--- src/shared/fpcs_defines.vh ---
`ifndef FPCS_DEFINES_VH
`define FPCS_DEFINES_VH

// Clock rate in MHz
`define FPCS_CLK_MHZ        125
// Link qualification time in us
`define FPCS_LINK_US        395
`define FPCS_LINK_CYC       (`FPCS_LINK_US * `FPCS_CLK_MHZ)
// Descrambler hold interval in us
`define FPCS_HOLD_US        722
`define FPCS_HOLD_CYC       (`FPCS_HOLD_US * `FPCS_CLK_MHZ)

// Descrambled ones for lock: 12 idle groups
`define FPCS_SYNC_ONES      60
// Idle bit times that restart the hold timer
`define FPCS_HOLD_ONES      58
// Ones that arm start-delimiter checking
`define FPCS_ARM_ONES       10

`define FPCS_CG_IDLE        5'h1F
`define FPCS_CG_T           5'h0D
`define FPCS_CG_R           5'h07
`define FPCS_JK_PAIR        10'h311

`define FPCS_NIB_PREAMBLE   4'h5
`define FPCS_NIB_BAD_SSD    4'hE

// Far-end fault: ones per cycle, repetitions
`define FPCS_FEF_ONES       84
`define FPCS_FEF_REPS       3

// Transmit scrambler seed, arbitrary
`define FPCS_TX_SEED        11'h5A5

`endif

--- src/fpcs_rx_pcs.v ---
// Summary of operation
// - Plain bit is received bit XOR a locally regenerated scrambler sequence.
// - Lock after 12 consecutive descrambled idle groups (11111); plain bits reach the aligner whether locked or not.
// - On lock a 722 us hold timer starts counting down.
// - A run of 58 idle bit times before expiry restarts the hold timer.
// - Hold expiry drops lock, resets descrambler, reacquires from scratch.
// - Aligner takes descrambler output, or NRZ decoder output when bypassed.
// - Start delimiter 11000 10001 fixes the group boundary for following data.
// - Start delimiter after idles is replaced by preamble nibbles 0101 0101.
// - Groups decode by table to nibbles until end delimiter or two idles.
// - Link-up, enabling transmit and receive coding, after 395 us signal detect.
// - Idle to non-idle without leading start delimiter is a bad start.
// - On bad start, error with nibble 1110 each group until two idles.
// - Each bad start adds exactly one to the false carrier counter.
// - After bad start, error and carrier sense drop on two idles.
// - Fibre mode chosen by strap caught at reset or by select input.
// - Fibre transmit skips scrambling, sends NRZI code bits at 125 MHz.
// - Fibre receive skips descrambling, takes NRZI code bits at 125 MHz.
// - Fibre with no signal sends at least 3 cycles of 84 ones, one zero.
// - Detected far-end fault drops link, so transmitter sends only idles.
// - Group pair 01101 00111 ends nibble conversion.
`timescale 1ns/1ps
`default_nettype none
`include "fpcs_defines.vh"

module fpcs_rx_pcs #(
    parameter LINK_CYC = `FPCS_LINK_CYC,
    parameter HOLD_CYC = `FPCS_HOLD_CYC
) (
    input  wire        clk,
    input  wire        rst,
    input  wire        rx_line,
    input  wire        signal_detect,
    input  wire        fx_strap,
    input  wire        fx_select,
    input  wire        tx_code_bit,
    output reg         tx_line,
    output wire        mii_valid,
    input  wire        mii_ready,
    output wire [3:0]  mii_rxd,
    output wire        mii_rx_dv,
    output wire        mii_rx_er,
    output wire        mii_crs,
    output reg         link_up,
    output reg         descr_locked,
    output wire        fx_mode,
    output reg         far_end_fault,
    output reg         rx_overrun,
    output reg  [15:0] false_carrier_event_counter
);
    localparam [1:0] ST_IDLE  = 2'd0;
    localparam [1:0] ST_CHECK = 2'd1;
    localparam [1:0] ST_DATA  = 2'd2;
    localparam [1:0] ST_BAD   = 2'd3;
    localparam [16:0] LINK_TOP = LINK_CYC;
    localparam [16:0] HOLD_TOP = HOLD_CYC;

    reg        strap_reg;
    reg        line_prev_reg;
    reg [10:0] dlfsr_reg;
    reg [6:0]  lock_ones_reg;
    reg [16:0] hold_reg;
    reg [16:0] link_cnt_reg;
    reg [6:0]  fef_run_reg;
    reg [1:0]  fef_hits_reg;
    reg [6:0]  fef_tx_cnt_reg;
    reg [1:0]  fef_tx_reps_reg;
    reg        fef_tx_on_reg;
    reg [10:0] tlfsr_reg;
    reg [9:0]  sh_reg;
    reg [6:0]  ones_reg;
    reg [1:0]  state_reg;
    reg [1:0]  state_next;
    reg [2:0]  gcnt_reg;
    reg [2:0]  gcnt_next;
    reg [2:0]  ck_reg;
    reg [2:0]  ck_next;
    reg        tpend_reg;
    reg        tpend_next;
    reg        idle1_reg;
    reg        idle1_next;
    reg        pre_reg;
    reg        pre_next;
    reg        gen_v;
    reg [5:0]  gen_d;
    reg        fcc_inc;
    reg [5:0]  word_reg;
    reg        word_vld_reg;
    reg [4:0]  dec;

    wire       nrz;
    wire       dkey;
    wire       descr;
    wire       plain;
    wire [9:0] sh_n;
    wire [4:0] grp;
    wire       gdone;
    wire       armed;
    wire       buf_in_ready;
    wire       slot_free;
    wire [5:0] buf_out;
    wire       tkey;
    wire       tx_src;
    wire       tx_scr;

    // Decode table: bit 4 flags an invalid group
    function [4:0] dec5;
        input [4:0] g;
        begin
            case (g)
                5'h1E:   dec5 = 5'h00;
                5'h09:   dec5 = 5'h01;
                5'h14:   dec5 = 5'h02;
                5'h15:   dec5 = 5'h03;
                5'h0A:   dec5 = 5'h04;
                5'h0B:   dec5 = 5'h05;
                5'h0E:   dec5 = 5'h06;
                5'h0F:   dec5 = 5'h07;
                5'h12:   dec5 = 5'h08;
                5'h13:   dec5 = 5'h09;
                5'h16:   dec5 = 5'h0A;
                5'h17:   dec5 = 5'h0B;
                5'h1A:   dec5 = 5'h0C;
                5'h1B:   dec5 = 5'h0D;
                5'h1C:   dec5 = 5'h0E;
                5'h1D:   dec5 = 5'h0F;
                default: dec5 = 5'h10;
            endcase
        end
    endfunction

    assign fx_mode = strap_reg | fx_select;
    assign nrz     = rx_line ^ line_prev_reg;
    assign dkey    = dlfsr_reg[10] ^ dlfsr_reg[8];
    assign descr   = nrz ^ dkey;
    assign plain   = fx_mode ? nrz : descr;
    assign sh_n    = {sh_reg[8:0], plain};
    assign grp     = sh_n[4:0];
    assign gdone   = (gcnt_reg == 3'd4);
    assign armed   = (ones_reg >= 7'd`FPCS_ARM_ONES);
    assign slot_free = !word_vld_reg || buf_in_ready;

    // Strap caught while reset is held
    always @(posedge clk) begin
        if (rst) begin
            strap_reg <= fx_strap;
        end
    end

    // Descrambler lock and hold timer
    always @(posedge clk) begin
        if (rst) begin
            line_prev_reg <= 1'b0;
            dlfsr_reg     <= 11'h000;
            lock_ones_reg <= 7'h00;
            hold_reg      <= 17'h00000;
            descr_locked  <= 1'b0;
        end else begin
            line_prev_reg <= rx_line;
            if (!descr_locked) begin
                // While idle is assumed, key is the inverted line bit
                dlfsr_reg <= {dlfsr_reg[9:0], ~nrz};
                if (descr) begin
                    lock_ones_reg <= lock_ones_reg + 7'h01;
                end else begin
                    lock_ones_reg <= 7'h00;
                end
                if (descr && lock_ones_reg == 7'd`FPCS_SYNC_ONES - 7'd1 && !fx_mode) begin
                    descr_locked  <= 1'b1;
                    hold_reg      <= HOLD_TOP;
                    lock_ones_reg <= 7'h00;
                end
            end else if (hold_reg == 17'h00000 || fx_mode) begin
                descr_locked  <= 1'b0;
                dlfsr_reg     <= 11'h000;
                lock_ones_reg <= 7'h00;
            end else begin
                dlfsr_reg <= {dlfsr_reg[9:0], dkey};
                if (descr) begin
                    if (lock_ones_reg != 7'h7F) begin
                        lock_ones_reg <= lock_ones_reg + 7'h01;
                    end
                end else begin
                    lock_ones_reg <= 7'h00;
                end
                if (descr && lock_ones_reg >= 7'd`FPCS_HOLD_ONES - 7'd1) begin
                    hold_reg <= HOLD_TOP;
                end else begin
                    hold_reg <= hold_reg - 17'h00001;
                end
            end
        end
    end

    // Link monitor and far-end fault detection
    always @(posedge clk) begin
        if (rst) begin
            link_cnt_reg  <= 17'h00000;
            link_up       <= 1'b0;
            fef_run_reg   <= 7'h00;
            fef_hits_reg  <= 2'h0;
            far_end_fault <= 1'b0;
        end else begin
            if (nrz) begin
                if (fef_run_reg != 7'h7F) begin
                    fef_run_reg <= fef_run_reg + 7'h01;
                end
                if (fef_run_reg >= 7'd`FPCS_FEF_ONES) begin
                    fef_hits_reg <= 2'h0;
                end
            end else begin
                fef_run_reg <= 7'h00;
                if (fef_run_reg == 7'd`FPCS_FEF_ONES) begin
                    if (fef_hits_reg != 2'h3) begin
                        fef_hits_reg <= fef_hits_reg + 2'h1;
                    end
                end else begin
                    fef_hits_reg <= 2'h0;
                end
            end
            far_end_fault <= fx_mode && (fef_hits_reg == 2'h3);
            if (!signal_detect || far_end_fault) begin
                link_cnt_reg <= 17'h00000;
                link_up      <= 1'b0;
            end else if (link_cnt_reg == LINK_TOP - 17'h00001) begin
                link_up <= 1'b1;
            end else begin
                link_cnt_reg <= link_cnt_reg + 17'h00001;
            end
        end
    end

    // Aligner, decoder and bad-start detection
    always @* begin
        state_next = state_reg;
        gcnt_next  = gdone ? 3'd0 : gcnt_reg + 3'd1;
        ck_next    = ck_reg + 3'd1;
        tpend_next = tpend_reg;
        idle1_next = idle1_reg;
        pre_next   = 1'b0;
        gen_v      = 1'b0;
        gen_d      = 6'h00;
        fcc_inc    = 1'b0;
        dec        = dec5(grp);
        if (pre_reg) begin
            gen_v = 1'b1;
            gen_d = {2'b10, `FPCS_NIB_PREAMBLE};
        end
        case (state_reg)
            ST_IDLE: begin
                if (armed && !plain) begin
                    state_next = ST_CHECK;
                    ck_next    = 3'd0;
                end
            end
            ST_CHECK: begin
                if (ck_reg == 3'd6) begin
                    gcnt_next  = 3'd0;
                    idle1_next = 1'b0;
                    tpend_next = 1'b0;
                    if (sh_n == `FPCS_JK_PAIR) begin
                        state_next = ST_DATA;
                        gen_v      = 1'b1;
                        gen_d      = {2'b10, `FPCS_NIB_PREAMBLE};
                        pre_next   = 1'b1;
                    end else begin
                        state_next = ST_BAD;
                        fcc_inc    = 1'b1;
                    end
                end
            end
            ST_DATA: begin
                if (gdone) begin
                    if (tpend_reg) begin
                        tpend_next = 1'b0;
                        if (grp == `FPCS_CG_R) begin
                            state_next = ST_IDLE;
                        end else begin
                            gen_v = 1'b1;
                            gen_d = {2'b11, dec[3:0]};
                        end
                    end else if (grp == `FPCS_CG_T) begin
                        tpend_next = 1'b1;
                    end else if (grp == `FPCS_CG_IDLE) begin
                        if (idle1_reg) begin
                            state_next = ST_IDLE;
                        end
                        idle1_next = 1'b1;
                    end else begin
                        idle1_next = 1'b0;
                        gen_v      = 1'b1;
                        gen_d      = {1'b1, dec[4], dec[3:0]};
                    end
                end
            end
            ST_BAD: begin
                if (gdone) begin
                    if (grp == `FPCS_CG_IDLE && idle1_reg) begin
                        state_next = ST_IDLE;
                    end else begin
                        idle1_next = (grp == `FPCS_CG_IDLE);
                        gen_v      = 1'b1;
                        gen_d      = {2'b01, `FPCS_NIB_BAD_SSD};
                    end
                end
            end
            default: begin
                state_next = ST_IDLE;
            end
        endcase
        if (!link_up) begin
            state_next = ST_IDLE;
            gen_v      = 1'b0;
            fcc_inc    = 1'b0;
        end
    end

    always @(posedge clk) begin
        if (rst) begin
            sh_reg       <= 10'h000;
            ones_reg     <= 7'h00;
            state_reg    <= ST_IDLE;
            gcnt_reg     <= 3'd0;
            ck_reg       <= 3'd0;
            tpend_reg    <= 1'b0;
            idle1_reg    <= 1'b0;
            pre_reg      <= 1'b0;
            word_reg     <= 6'h00;
            word_vld_reg <= 1'b0;
            rx_overrun   <= 1'b0;
            false_carrier_event_counter <= 16'h0000;
        end else begin
            sh_reg    <= sh_n;
            state_reg <= state_next;
            gcnt_reg  <= gcnt_next;
            ck_reg    <= ck_next;
            tpend_reg <= tpend_next;
            idle1_reg <= idle1_next;
            pre_reg   <= pre_next;
            if (plain) begin
                if (ones_reg != 7'h7F) begin
                    ones_reg <= ones_reg + 7'h01;
                end
            end else begin
                ones_reg <= 7'h00;
            end
            if (fcc_inc) begin
                false_carrier_event_counter <= false_carrier_event_counter + 16'h0001;
            end
            if (gen_v && slot_free) begin
                word_reg     <= gen_d;
                word_vld_reg <= 1'b1;
            end else if (buf_in_ready) begin
                word_vld_reg <= 1'b0;
            end
            if (gen_v && !slot_free) begin
                rx_overrun <= 1'b1;
            end
        end
    end

    fpcs_buf2 #(
        .W(6)
    ) u_buf (
        .clk       (clk),
        .rst       (rst),
        .in_valid  (word_vld_reg),
        .in_ready  (buf_in_ready),
        .in_data   (word_reg),
        .out_valid (mii_valid),
        .out_ready (mii_ready),
        .out_data  (buf_out)
    );

    assign mii_rx_dv = buf_out[5];
    assign mii_rx_er = buf_out[4];
    assign mii_rxd   = buf_out[3:0];
    assign mii_crs   = (state_reg != ST_IDLE);

    // Transmit: fault pattern, idles or code bits, then NRZI
    assign tkey   = tlfsr_reg[10] ^ tlfsr_reg[8];
    assign tx_src = fef_tx_on_reg ? (fef_tx_cnt_reg != 7'd`FPCS_FEF_ONES) :
                    (link_up ? tx_code_bit : 1'b1);
    assign tx_scr = fx_mode ? tx_src : (tx_src ^ tkey);

    always @(posedge clk) begin
        if (rst) begin
            tlfsr_reg       <= `FPCS_TX_SEED;
            tx_line         <= 1'b0;
            fef_tx_cnt_reg  <= 7'h00;
            fef_tx_reps_reg <= 2'h0;
            fef_tx_on_reg   <= 1'b0;
        end else begin
            tlfsr_reg <= {tlfsr_reg[9:0], tkey};
            if (tx_scr) begin
                tx_line <= ~tx_line;
            end
            if (fef_tx_on_reg) begin
                if (fef_tx_cnt_reg == 7'd`FPCS_FEF_ONES) begin
                    fef_tx_cnt_reg <= 7'h00;
                    if (fef_tx_reps_reg != 2'h3) begin
                        fef_tx_reps_reg <= fef_tx_reps_reg + 2'h1;
                    end
                    if (signal_detect && fef_tx_reps_reg >= 2'd`FPCS_FEF_REPS - 2'd1) begin
                        fef_tx_on_reg <= 1'b0;
                    end
                end else begin
                    fef_tx_cnt_reg <= fef_tx_cnt_reg + 7'h01;
                end
            end else if (fx_mode && !signal_detect) begin
                fef_tx_on_reg   <= 1'b1;
                fef_tx_cnt_reg  <= 7'h00;
                fef_tx_reps_reg <= 2'h0;
            end
        end
    end
endmodule

`default_nettype wire

--- src/fpcs_buf2.v ---
`timescale 1ns/1ps
`default_nettype none

// Two-entry buffer, valid/ready on both sides
module fpcs_buf2 #(
    parameter W = 6
) (
    input  wire         clk,
    input  wire         rst,
    input  wire         in_valid,
    output wire         in_ready,
    input  wire [W-1:0] in_data,
    output wire         out_valid,
    input  wire         out_ready,
    output wire [W-1:0] out_data
);
    reg [W-1:0] mem_reg [0:1];
    reg         wptr_reg;
    reg         rptr_reg;
    reg [1:0]   cnt_reg;
    wire        push;
    wire        pop;

    assign in_ready  = (cnt_reg != 2'h2);
    assign out_valid = (cnt_reg != 2'h0);
    assign out_data  = mem_reg[rptr_reg];
    assign push      = in_valid && in_ready;
    assign pop       = out_valid && out_ready;

    always @(posedge clk) begin
        if (push) begin
            mem_reg[wptr_reg] <= in_data;
        end
    end

    always @(posedge clk) begin
        if (rst) begin
            wptr_reg <= 1'b0;
            rptr_reg <= 1'b0;
            cnt_reg  <= 2'h0;
        end else begin
            if (push) begin
                wptr_reg <= ~wptr_reg;
            end
            if (pop) begin
                rptr_reg <= ~rptr_reg;
            end
            if (push && !pop) begin
                cnt_reg <= cnt_reg + 2'h1;
            end else if (pop && !push) begin
                cnt_reg <= cnt_reg - 2'h1;
            end
        end
    end
endmodule

`default_nettype wire

--- config.mk ---
export PLATFORM = sky130hd
export DESIGN_NAME = fpcs_rx_pcs
export DESIGN_NICKNAME = d
export VERILOG_FILES = /design/src/fpcs_rx_pcs.v /design/src/fpcs_buf2.v
export VERILOG_INCLUDE_DIRS = /design/src /design/src/shared
export SDC_FILE = /design/constraint.sdc
export NUM_CORES = 1
export LEC_CHECK = 0
export ABC_AREA = 1
export BUFFER_PORTS_ARGS = -buffer_cell sky130_fd_sc_hd__buf_2
export CAP_MARGIN = 20
export CORE_UTILIZATION = 50
export CTS_CLUSTER_DIAMETER = 40
export DETAILED_ROUTE_END_ITERATION = 12
export GPL_TIMING_DRIVEN = 0
export PLACE_DENSITY = 0.71
export SYNTH_ARGS = -nofsm -noshare
export SYNTH_HDL_FRONTEND = slang
export SYNTH_HIERARCHICAL = 1
export SYNTH_SLANG_ARGS = --single-unit
--- constraint.sdc ---
create_clock -name clk -period 1.6 [get_ports clk]
set_input_delay 0.16 -clock clk [delete_from_list [all_inputs] [get_ports clk]]
set_output_delay 0.16 -clock clk [all_outputs]
set_load 0.05 [all_outputs]
* After elaboration in Yosys (flattened, before gate mapping)
Memory sizes are Yosys's and may differ from the RTL's. A register that Yosys moved wholly into a read port is not among the register bits.
Index checks and enable logic that the tools add are counted.
** Cells by class
- Add/subtract/negate cells :: 13
- $lt $le $gt $ge :: 4
- Equality and inequality tests :: 39
- Multiplexer cells :: 99
- Bitwise operators :: 14
- Reductions and logical operators :: 45
** Operator list (count)
- $mux 17 :: 4
- $mux 7 :: 9
- $mux 6 :: 10
- $mux 1 :: 44
- $mux 2 :: 20
- $add 7x1->7 const B :: 4
- $ne 7x7->1 const B :: 4
- $ne 2x2->1 const B :: 12
- $mux 11 :: 2
- $pmux 6 s3 :: 1
- $add 17x1->17 const B :: 1
- $eq 17x16->1 const B :: 1
- $logic_not 17->1 :: 1
- $sub 17x1->17 const B :: 1
- $add 16x1->16 const B :: 1
- $mux 3 :: 5
- $eq 7x7->1 const B :: 2
- $logic_and 1x1->1 :: 14
- $reduce_bool 2->1 :: 7
- $ne 3x3->1 const B :: 4
- $eq 10x10->1 const B :: 1
- $reduce_and 9->1 :: 1
- $not 1->1 :: 8
- $pmux 2 s4 :: 1
- 30 further kinds :: 56
** Word-level totals
- Flip-flop bits (word level) :: 143
- Memory bits (writable) :: 12
- ROM bits :: 160
- Output and inout port bits :: 30
- Word-level logic and storage cells :: 247
- Memories kept :: 2
** Memories
- (name not given) :: depth 32, bits a word 5, read ports 1, clocked after Yosys merged registers in 0, wr ports 0, RTL line fpcs_rx_pcs.v:110 : case (g)
- u_buf.mem_reg :: depth 2, bits a word 6, read ports 1, clocked after Yosys merged registers in 1, wr ports 1, RTL line fpcs_buf2.v:17 : reg [W-1:0] mem_reg [0:1];

* Longest topological paths before layout
Gate-level depths: netlist (run 1).
- Depth in word-level cells :: 12
- Gate-level depth with buffers :: 16
- Depth with buffers taken out :: 15

* Hierarchy
Netlist (run 1), hierarchy kept.
** By module, submodules not included
- fpcs_rx_pcs :: times used 1, cells an instance 929, area an instance 6713.9 µm²
- fpcs_buf2 :: times used 1, cells an instance 56, area an instance 683.2 µm²

* Worst setup path before layout (run 1)
OpenSTA, ideal clock, no wires.
- Path type :: register to register
- From :: register false_carrier_event_counter[0]
- To :: register false_carrier_event_counter[14]
- Library setup time :: 0.148 ns
- Data arrival time :: 1.780 ns
- Required time :: 1.452 ns
- Path slack :: -0.327 ns
- Stages on the path, launching flop included :: 7
- Clock period less this slack :: 1.927 ns
- Path through :: dfxtp_1 -> ha_1 -> inv_1 -> nor4_1 -> nand3_1 -> nor4_2 -> a31oi_1
** On the way
- Longest elaborated chain between the ends :: 1
** Ends and longest elaborated chain
- start: declaration :: RTL line fpcs_rx_pcs.v:49 : output reg [15:0] false_carrier_event_counter
- start signal: assignment :: RTL line fpcs_rx_pcs.v:348 : false_carrier_event_counter <= false_carrier_event_counter + 16'h0001;
- $add 16x1->16 :: RTL line fpcs_rx_pcs.v:348
Every way passes these cells.
A chain may end at the register's enable or synchronous reset.

* Final worst setup path (run 1)
- From :: register dlfsr_reg[10]
- To :: register hold_reg[14]
** On the way
- Longest elaborated chain between the ends :: 6
** Ends and longest elaborated chain
- start: declaration :: RTL line fpcs_rx_pcs.v:60 : reg [10:0] dlfsr_reg;
- start signal: assignment :: RTL line fpcs_rx_pcs.v:162 : dlfsr_reg <= {dlfsr_reg[9:0], ~nrz};
- start signal: assignment :: RTL line fpcs_rx_pcs.v:178 : dlfsr_reg <= {dlfsr_reg[9:0], dkey};
- $xor 1x1->1 * :: RTL line fpcs_rx_pcs.v:134 : assign dkey = dlfsr_reg[10] ^ dlfsr_reg[8];
- $xor 1x1->1 * :: RTL line fpcs_rx_pcs.v:135 : assign descr = nrz ^ dkey;
- $logic_and 1x1->1 (on tied branches) :: RTL line fpcs_rx_pcs.v:186, fpcs_rx_pcs.v:168
- $mux 17 or $logic_and 1x1->1 (tied branches) :: RTL line fpcs_rx_pcs.v:186, fpcs_rx_pcs.v:168
- $mux 17 or $reduce_bool 2->1 (tied branches)
- $mux 17 or $reduce_and 2->1 (tied branches)
- end signal: assignment :: RTL line fpcs_rx_pcs.v:189 : hold_reg <= hold_reg - 17'h00001;
- end: declaration :: RTL line fpcs_rx_pcs.v:62 : reg [16:0] hold_reg;
Every way passes the cells marked *; elsewhere a longest branch is shown, timed or not. The select of a mux whose other input is x is not followed.

==> results of run 1 <==
==> cell families after synthesis <==
logic type | count (synthesis) | synth area share [%]
mux | 6 | 0.913
flops | 156 | 44.0
buf+inv | 169 | 9.02
compound gates | 162 | 12.1
xor+xnor | 20 | 2.37
simple gates | 449 | 27.7
fa+ha+maj | 23 | 3.89
==> layout make-up <==
cell class / count / area share [%]
timing repair inverter: 1 / 0.108
clock buffer: 22 / 4.58
clock inverter: 10 / 1.08
timing repair buffer: 142 / 10.7
buffer: 17 / 1.10
tap: 184 / 2.22
sequential: 156 / 32.2
inverter: 152 / 5.90
multi-input combinational: 660 / 42.1
==> what timing repair did <==
| action | 4_1_cts | 5_1_grt |
|---|---|---|
| endpoints found under the setup margin | 80 | 98 |
| pin swaps | 64 | 71 |
| resized for setup | 157 | 182 |
| hold buffers | 2 | 0 |
| setup buffers | 71 | 36 |
| endpoints found under the hold margin | 2 | 0 |
| gates cloned | 3 | 1 |
==> layer usage <==
| layer | up-vias | track usage, % | share of wire [%] |
|---|---|---|---|
| met3 | 50 | 5.04 | 4.1 |
| met5 | - | 0 | 0 |
| met2 | 189 | 43.1 | 51 |
| li1 | 3534 | - | - |
| met1 | 3377 | 29.1 | 42 |
| met4 | 0 | 12.2 | 3.0 |
==> worst register-to-register path, stage by stage (launching register included) <==
cell and delay (ns):
dfxtp_2 0.37, inv_2 0.05, nand2_1 0.09, nand2_2 0.10
nand2_2 0.10, nand3_4 0.11, buf_4 0.16, o21ai_4 0.24
nand2_8 0.17, nor3_4 0.18, xor2_1 0.17, nand2_1 0.06
nand2_1 0.06
==> worst paths after layout <==
path	to	slack (ns)	cells past startpoint
min	u_buf/rptr_reg	0.02	3
min reg2reg	tlfsr_reg[8]	0.40	1
max	hold_reg[14]	-0.30	12
max reg2reg	hold_reg[14]	-0.30	12
==> stage by stage <==
step / hold WS, ns / cell area (um2) / setup slack (ns) / TNS [ns] / instances
2_1_floorplan: 0.259 / 7510 / -0.115 / -0.934 / 985
3_3_place_gp: 0.337 / 7930 / -0.395 / -13.63 / 1206
3_5_place_dp: 0.344 / 7930 / -0.386 / -14.20 / 1206
4_1_cts: 0.0170 / 9580 / -0.189 / -3.24 / 1313
5_1_grt: 0.0573 / 10400 / -0.407 / -16.21 / 1344
6_report: 0.0227 / 10400 / -0.302 / -9.13 / 1344
==> cell usage after synthesis (2+ instances only) <==
library cell,n
nand2_1,174
a31oi_1,7
or2_2,7
nand2_2,13
nor2_1,133
nand3_2,8
clkbuf_1,10
nor4_2,2
nor2_4,3
dfxtp_1,143
a21oi_1,68
ha_1,23
xor2_1,13
a21boi_0,2
o211ai_1,4
nor2_2,6
buf_2,2
nor3_1,24
nand2_4,2
a211oi_1,4
inv_2,10
edfxtp_1,13
xnor2_1,7
nand4_1,19
nor4_1,7
o21ai_0,59
nand3_1,44
a32oi_1,3
buf_6,2
o21a_1,5
mux2_2,6
inv_1,139
clkinv_1,2
==> power by group <==
group	internal (mW)	total, mW	leakage [nW]	switching [mW]
combinational	0.281	0.726	2.74	0.445
clock	2.43	4.06	0.290	1.63
sequential	4.00	4.07	1.31	0.0658
==> qor.csv, run 1 <==
stage,metric,value,unit
critical_path,cell breakdown of the critical path,inv_2 > nand2_1 > nand2_2 > nand2_2 > nand3_4 > buf_4 > o21ai_4 > nand2_8 > nor3_4 > xor2_1 > nand2_1 > nand2_1,
routing,Residual DRC,0,
critical_path,WS Path Type,reg -> reg,
critical_path,arrival time at the worst endpoint,2.28,ns
clock_network,H-tree levels,4,
clock_network,TritonCTS Buffers,17,
pwr,peak supply drop,0.000791,V
yosys,Synth Area per Inst,7.51,um2
yosys,Synth Instances,985,
clock_network,clk buf depth,2,
global_routing,number of global-route vias before repair,6462,
global_routing,initial antenna violation count,0,
critical_path,Critical Path Fanout Max,8,
critical_path,slowest cell delay on critical path,0.37,ns
global_routing,first-pass GRT wire length,29.5,mm
pwr,"Power, Total",8.86,mW
die,num rows,44,
final_layout,share of layout cells above drive strength 1,38.6,%
final_layout,most frequent cells in the layout,"nand2_1 (145), inv_1 (114), dfxtp_1 (91), nor2_1 (88), buf_4 (84)",
yosys,Synth Register Bits,156,
final_layout,register area,3340,um2
routing,wire per inst,15.0,um
global_routing,largest net degree at the start of global routing,17,
clock_network,TritonCTS clock tree,yes,
clock_network,CTS Root Cell,clkbuf_16,
yosys,syn_nets,1016,
timing,Tightest Pin Transition,0.871,ns
timing,Clock Skews,0.00735,ns
critical_path,most frequent CP cell,nand2_1,
die,DIE WIDTH,124,um
global_routing,Total GRT Usage,24.8,%
critical_path,Crit Reg-Reg Startpoint,dlfsr_reg[10],
final_layout,Area Growth Syn to Fin,40.5,%
yosys,Main synth FF type,dfxtp_1,
routing,Antenna Nets Post-Route,0,
die,die footprint,15300,um2
timing,max-slew violation count,0,
timing,crit path time final,1.90,ns
timing,final setup vio count,54,
pwr,Leakage,4.34,nW
yosys,dominant cells by area after synthesis,"dfxtp_1 (39%), nand2_1 (8.8%), inv_1 (7.1%)",
placement,RD Place Congestion,0.868,
clock_network,Worst-Skew Late Latency,0.44,ns
critical_path,Worst Setup End Kind,register,
yosys,synth warn,6,
final_layout,Final Core Density,71.8,%
final_layout,# nets final,1178,
routing,drt first pass iters,5,
critical_path,WP data required,1.98,ns
critical_path,CP startpoint,dlfsr_reg[10],
die,Initial Utilization,51.1,%
timing,setup ws final,-0.302,ns
timing,RSZ-0062 raised after global routing,true,
pwr,Pwr per Cell Area,852,nW/um2
placement,IO buf count,37,
timing,Peak Freq,0.526,GHz
critical_path,critical path's slowest cell,dfxtp_2,
routing,DRT iter0 DRCs,433,
routing,Vias,7150,
timing,slew margin rel.,41.9,%
flow_run,max cap viols,0,
yosys,sequential element share of the synthesized area,44.0,%
die,Die Y-Extent,124,um
yosys,Syn Std Cell Area,7400,um2
yosys,"area leader, netlist",dfxtp_1,
hold_path,HP Class,in -> reg,
critical_path,CP Launch Type,register,
critical_path,top cell family by delay on the critical path,simple AND/OR/NAND/NOR gates,
yosys,number of library cell types mapped by synthesis,54,
clock_network,"CTS clk-pin slew, worst paths",0.06,ns
yosys,top cell type's share of synthesized area,38.7,%
outcome,status,"complete, but fails checks",
die,Core Area,14500,um2
timing,endpoints failing hold,0,
final_layout,area of the multi-input gates,4380,um2
routing,DR vias/cell,5.32,
final_layout,antenna diode count,0,
placement,HPWL after DPL,10.9,mm
global_routing,grt total ovfl,0,
critical_path,CP bufs+invs,2,
hold_path,hold path start,mii_ready,
yosys,"EDFF count, synth",13,
final_layout,# fillers,1018,
routing,Total Wirelength,20.2,mm
die,IO Count,38,
outcome,failing checks,setup timing,
timing,period utilization,119,%
yosys,Async SR Flop Fraction,0,%
clock_network,# clock sinks,156,
final_layout,"most common cell after layout, fill and taps aside",nand2_1,
Note: power is estimated with default switching activity, not from simulation.
==> inputs of run 2 (changes only) <==
Settings changed: BUFFER_PORTS_ARGS -buffer_cell sky130_fd_sc_hd__buf_2 to -buffer_cell sky130_fd_sc_hd__buf_4, PLACE_DENSITY 0.71 to 0.76.
==> qor.csv, run 2 (synthesis gave the netlist of run 1 again) <==
stage,metric,value,unit,change
timing,setup ws final,-0.327,ns,-0.0249 ns
die,IO Count,38,,unchanged
outcome,failing checks,setup timing,,
routing,DRT iter0 DRCs,569,,+31%
final_layout,Area Growth Syn to Fin,39.5,%,
timing,period utilization,120,%,+1.6 points
hold_path,HP Class,in -> reg,,
global_routing,largest net degree at the start of global routing,17,,unchanged
final_layout,most frequent cells in the layout,"nand2_1 (139), inv_1 (116), buf_4 (114), nor2_1 (100), dfxtp_1 (93)",,
pwr,Leakage,4.27,nW,-1.5%
critical_path,RR Endpoint,word_reg[5],,
placement,IO buf count,37,,unchanged
die,Core Area,14500,um2,unchanged
critical_path,WP data required,1.92,ns,-0.06 ns
routing,Residual DRC,0,,unchanged
final_layout,antenna diode count,0,,unchanged
critical_path,Worst Setup End Kind,register,,
final_layout,Final Core Density,71.3,%,-0.48 points
timing,final setup vio count,57,,+5.6%
routing,Total Wirelength,19.9,mm,-1.2%
timing,max-slew violation count,0,,unchanged
clock_network,TritonCTS Buffers,17,,unchanged
critical_path,CP Launch Type,register,,
routing,wire per inst,15.0,um,-0.27%
clock_network,clk buf depth,2,,unchanged
timing,Clock Skews,0.00923,ns,+0.00188 ns
critical_path,Critical Path Fanout Max,5,,-3
hold_path,hold path cells,3,,unchanged
pwr,Pwr per Cell Area,852,nW/um2,about the same
flow_run,max cap viols,0,,unchanged
critical_path,arrival time at the worst endpoint,2.24,ns,-0.04 ns
die,Initial Utilization,51.1,%,unchanged
timing,crit path time final,1.93,ns,+0.0249 ns
critical_path,WS Path Type,reg -> reg,,
pwr,"Power, Total",8.80,mW,-0.66%
die,Die Y-Extent,124,um,unchanged
timing,endpoints failing hold,0,,unchanged
routing,drt first pass iters,5,,unchanged
timing,slew margin rel.,38.8,%,-3.1 points
die,DIE WIDTH,124,um,unchanged
pwr,peak supply drop,0.000719,V,-9.1%
clock_network,# clock sinks,156,,unchanged
global_routing,initial antenna violation count,0,,unchanged
clock_network,"CTS clk-pin slew, worst paths",0.06,ns,about the same
global_routing,number of global-route vias before repair,6314,,-2.3%
timing,Peak Freq,0.519,GHz,-1.3%
clock_network,H-tree levels,4,,unchanged
critical_path,r2r worst-path depth,15,,+3
hold_path,hold path start,rx_line,,
final_layout,"most common cell after layout, fill and taps aside",nand2_1,,
outcome,status,"complete, but fails checks",,
final_layout,# fillers,990,,-2.8%
placement,HPWL after DPL,10.9,mm,+0.20%
global_routing,Total GRT Usage,24.0,%,-0.89 points
final_layout,# nets final,1165,,-1.1%
timing,RSZ-0062 raised after global routing,true,,
critical_path,Crit Reg-Reg Startpoint,dlfsr_reg[10],,
global_routing,first-pass GRT wire length,28.6,mm,-2.9%
die,num rows,44,,unchanged
timing,Tightest Pin Transition,0.918,ns,+0.0469 ns
final_layout,fin area,10300,um2,-0.66%
routing,DR vias/cell,5.40,,+1.6%
clock_network,Worst-Skew Late Latency,0.43,ns,about the same
clock_network,CTS Root Cell,clkbuf_16,,
die,die footprint,15300,um2,unchanged
routing,Antenna Nets Post-Route,0,,unchanged
placement,placed inst area,8020,um2,+1.2%
hold_path,Worst Hold End,line_prev_reg,,
global_routing,grt total ovfl,0,,unchanged
critical_path,R2R setup slack,-0.33,ns,-0.02 ns
routing,Vias,7192,,+0.59%
final_layout,share of layout cells above drive strength 1,37.8,%,-0.87 points
clock_network,TritonCTS clock tree,yes,,
placement,RD Place Congestion,0.865,,-0.35%
-- run 2: per-layer routing --
| metal | up-vias | track usage [%] | part of all wire, % |
|---|---|---|---|
| met5 | - | 0 | 0 |
| li1 | 3523 | - | - |
| met4 | 0 | 9.64 | 3.1 |
| met2 | 240 | 40.6 | 50 |
| met1 | 3373 | 29.7 | 41 |
| met3 | 56 | 4.72 | 5.0 |
-- run 2: worst max-delay path by stage --
| stage | startpoint | end | slack (ns) | cells after the start |
|---|---|---|---|---|
| floorplan | strap_reg | word_reg[5] | -0.11 | 13 |
| global placement | strap_reg | word_reg[3] | -0.39 | 13 |
| detailed placement | strap_reg | word_reg[3] | -0.40 | 13 |
| CTS | strap_reg | word_reg[3] | -0.21 | 14 |
| global route | dlfsr_reg[8] | word_reg[2] | -0.44 | 16 |
| finish | dlfsr_reg[10] | word_reg[5] | -0.33 | 15 |
-- run 2: cell type report --
class                           instances  area [um2]  share of cell area (%)
Multi-Input combinational cell        660        4380                    42.4
Tap cell                              184         230                    2.23
Sequential cell                       156        3340                    32.4
Inverter                              152         604                    5.85
Clock buffer                           21         440                    4.27
Buffer                                 17         118                    1.14
Timing Repair Buffer                  129        1060                    10.2
Timing Repair inverter                  1        7.51                  0.0727
Clock inverter                         11         144                    1.39
-- run 2: what timing repair did --
action / in CTS / in global routing
cloned: 2 / 2
hold endpoints to repair: 1 / 0
buffers inserted: 58 / 34
hold buffers: 1 / 0
gates resized for setup: 135 / 172
pin swaps: 49 / 74
endpoints found under the setup margin: 78 / 95
-- run 2: stage by stage --
stage / hold slack [ns] / instances / TNS [ns] / setup WS [ns]
final: 0.00291 / 1331 / -10.76 / -0.327
after global routing: 0.0251 / 1331 / -16.73 / -0.439
after CTS: 0.00205 / 1299 / -3.73 / -0.210
after detailed placement: 0.351 / 1206 / -13.93 / -0.401
after global placement: 0.353 / 1206 / -12.64 / -0.386
after floorplan: 0.259 / 985 / -0.934 / -0.115
-- run 2: critical path: stages, from the launching register on --
cell	delay, ns
dfxtp_2	0.33
inv_1	0.09
nand2_1	0.08
nand2_2	0.15
nand2_4	0.08
nand3_4	0.12
nand4_1	0.21
nand3_4	0.17
nand3_4	0.07
nand2_4	0.08
nand3_4	0.08
nand3_4	0.09
buf_6	0.12
nand2_2	0.05
nand2_2	0.05
nor2_2	0.04
-- run 2: power by group --
| part | switching [mW] | internal [mW] |
|---|---|---|
| combinational | 0.428 | 0.259 |
| clock | 1.60 | 2.45 |
| sequential | 0.0627 | 4.00 |
| total | 2.09 | 6.71 |
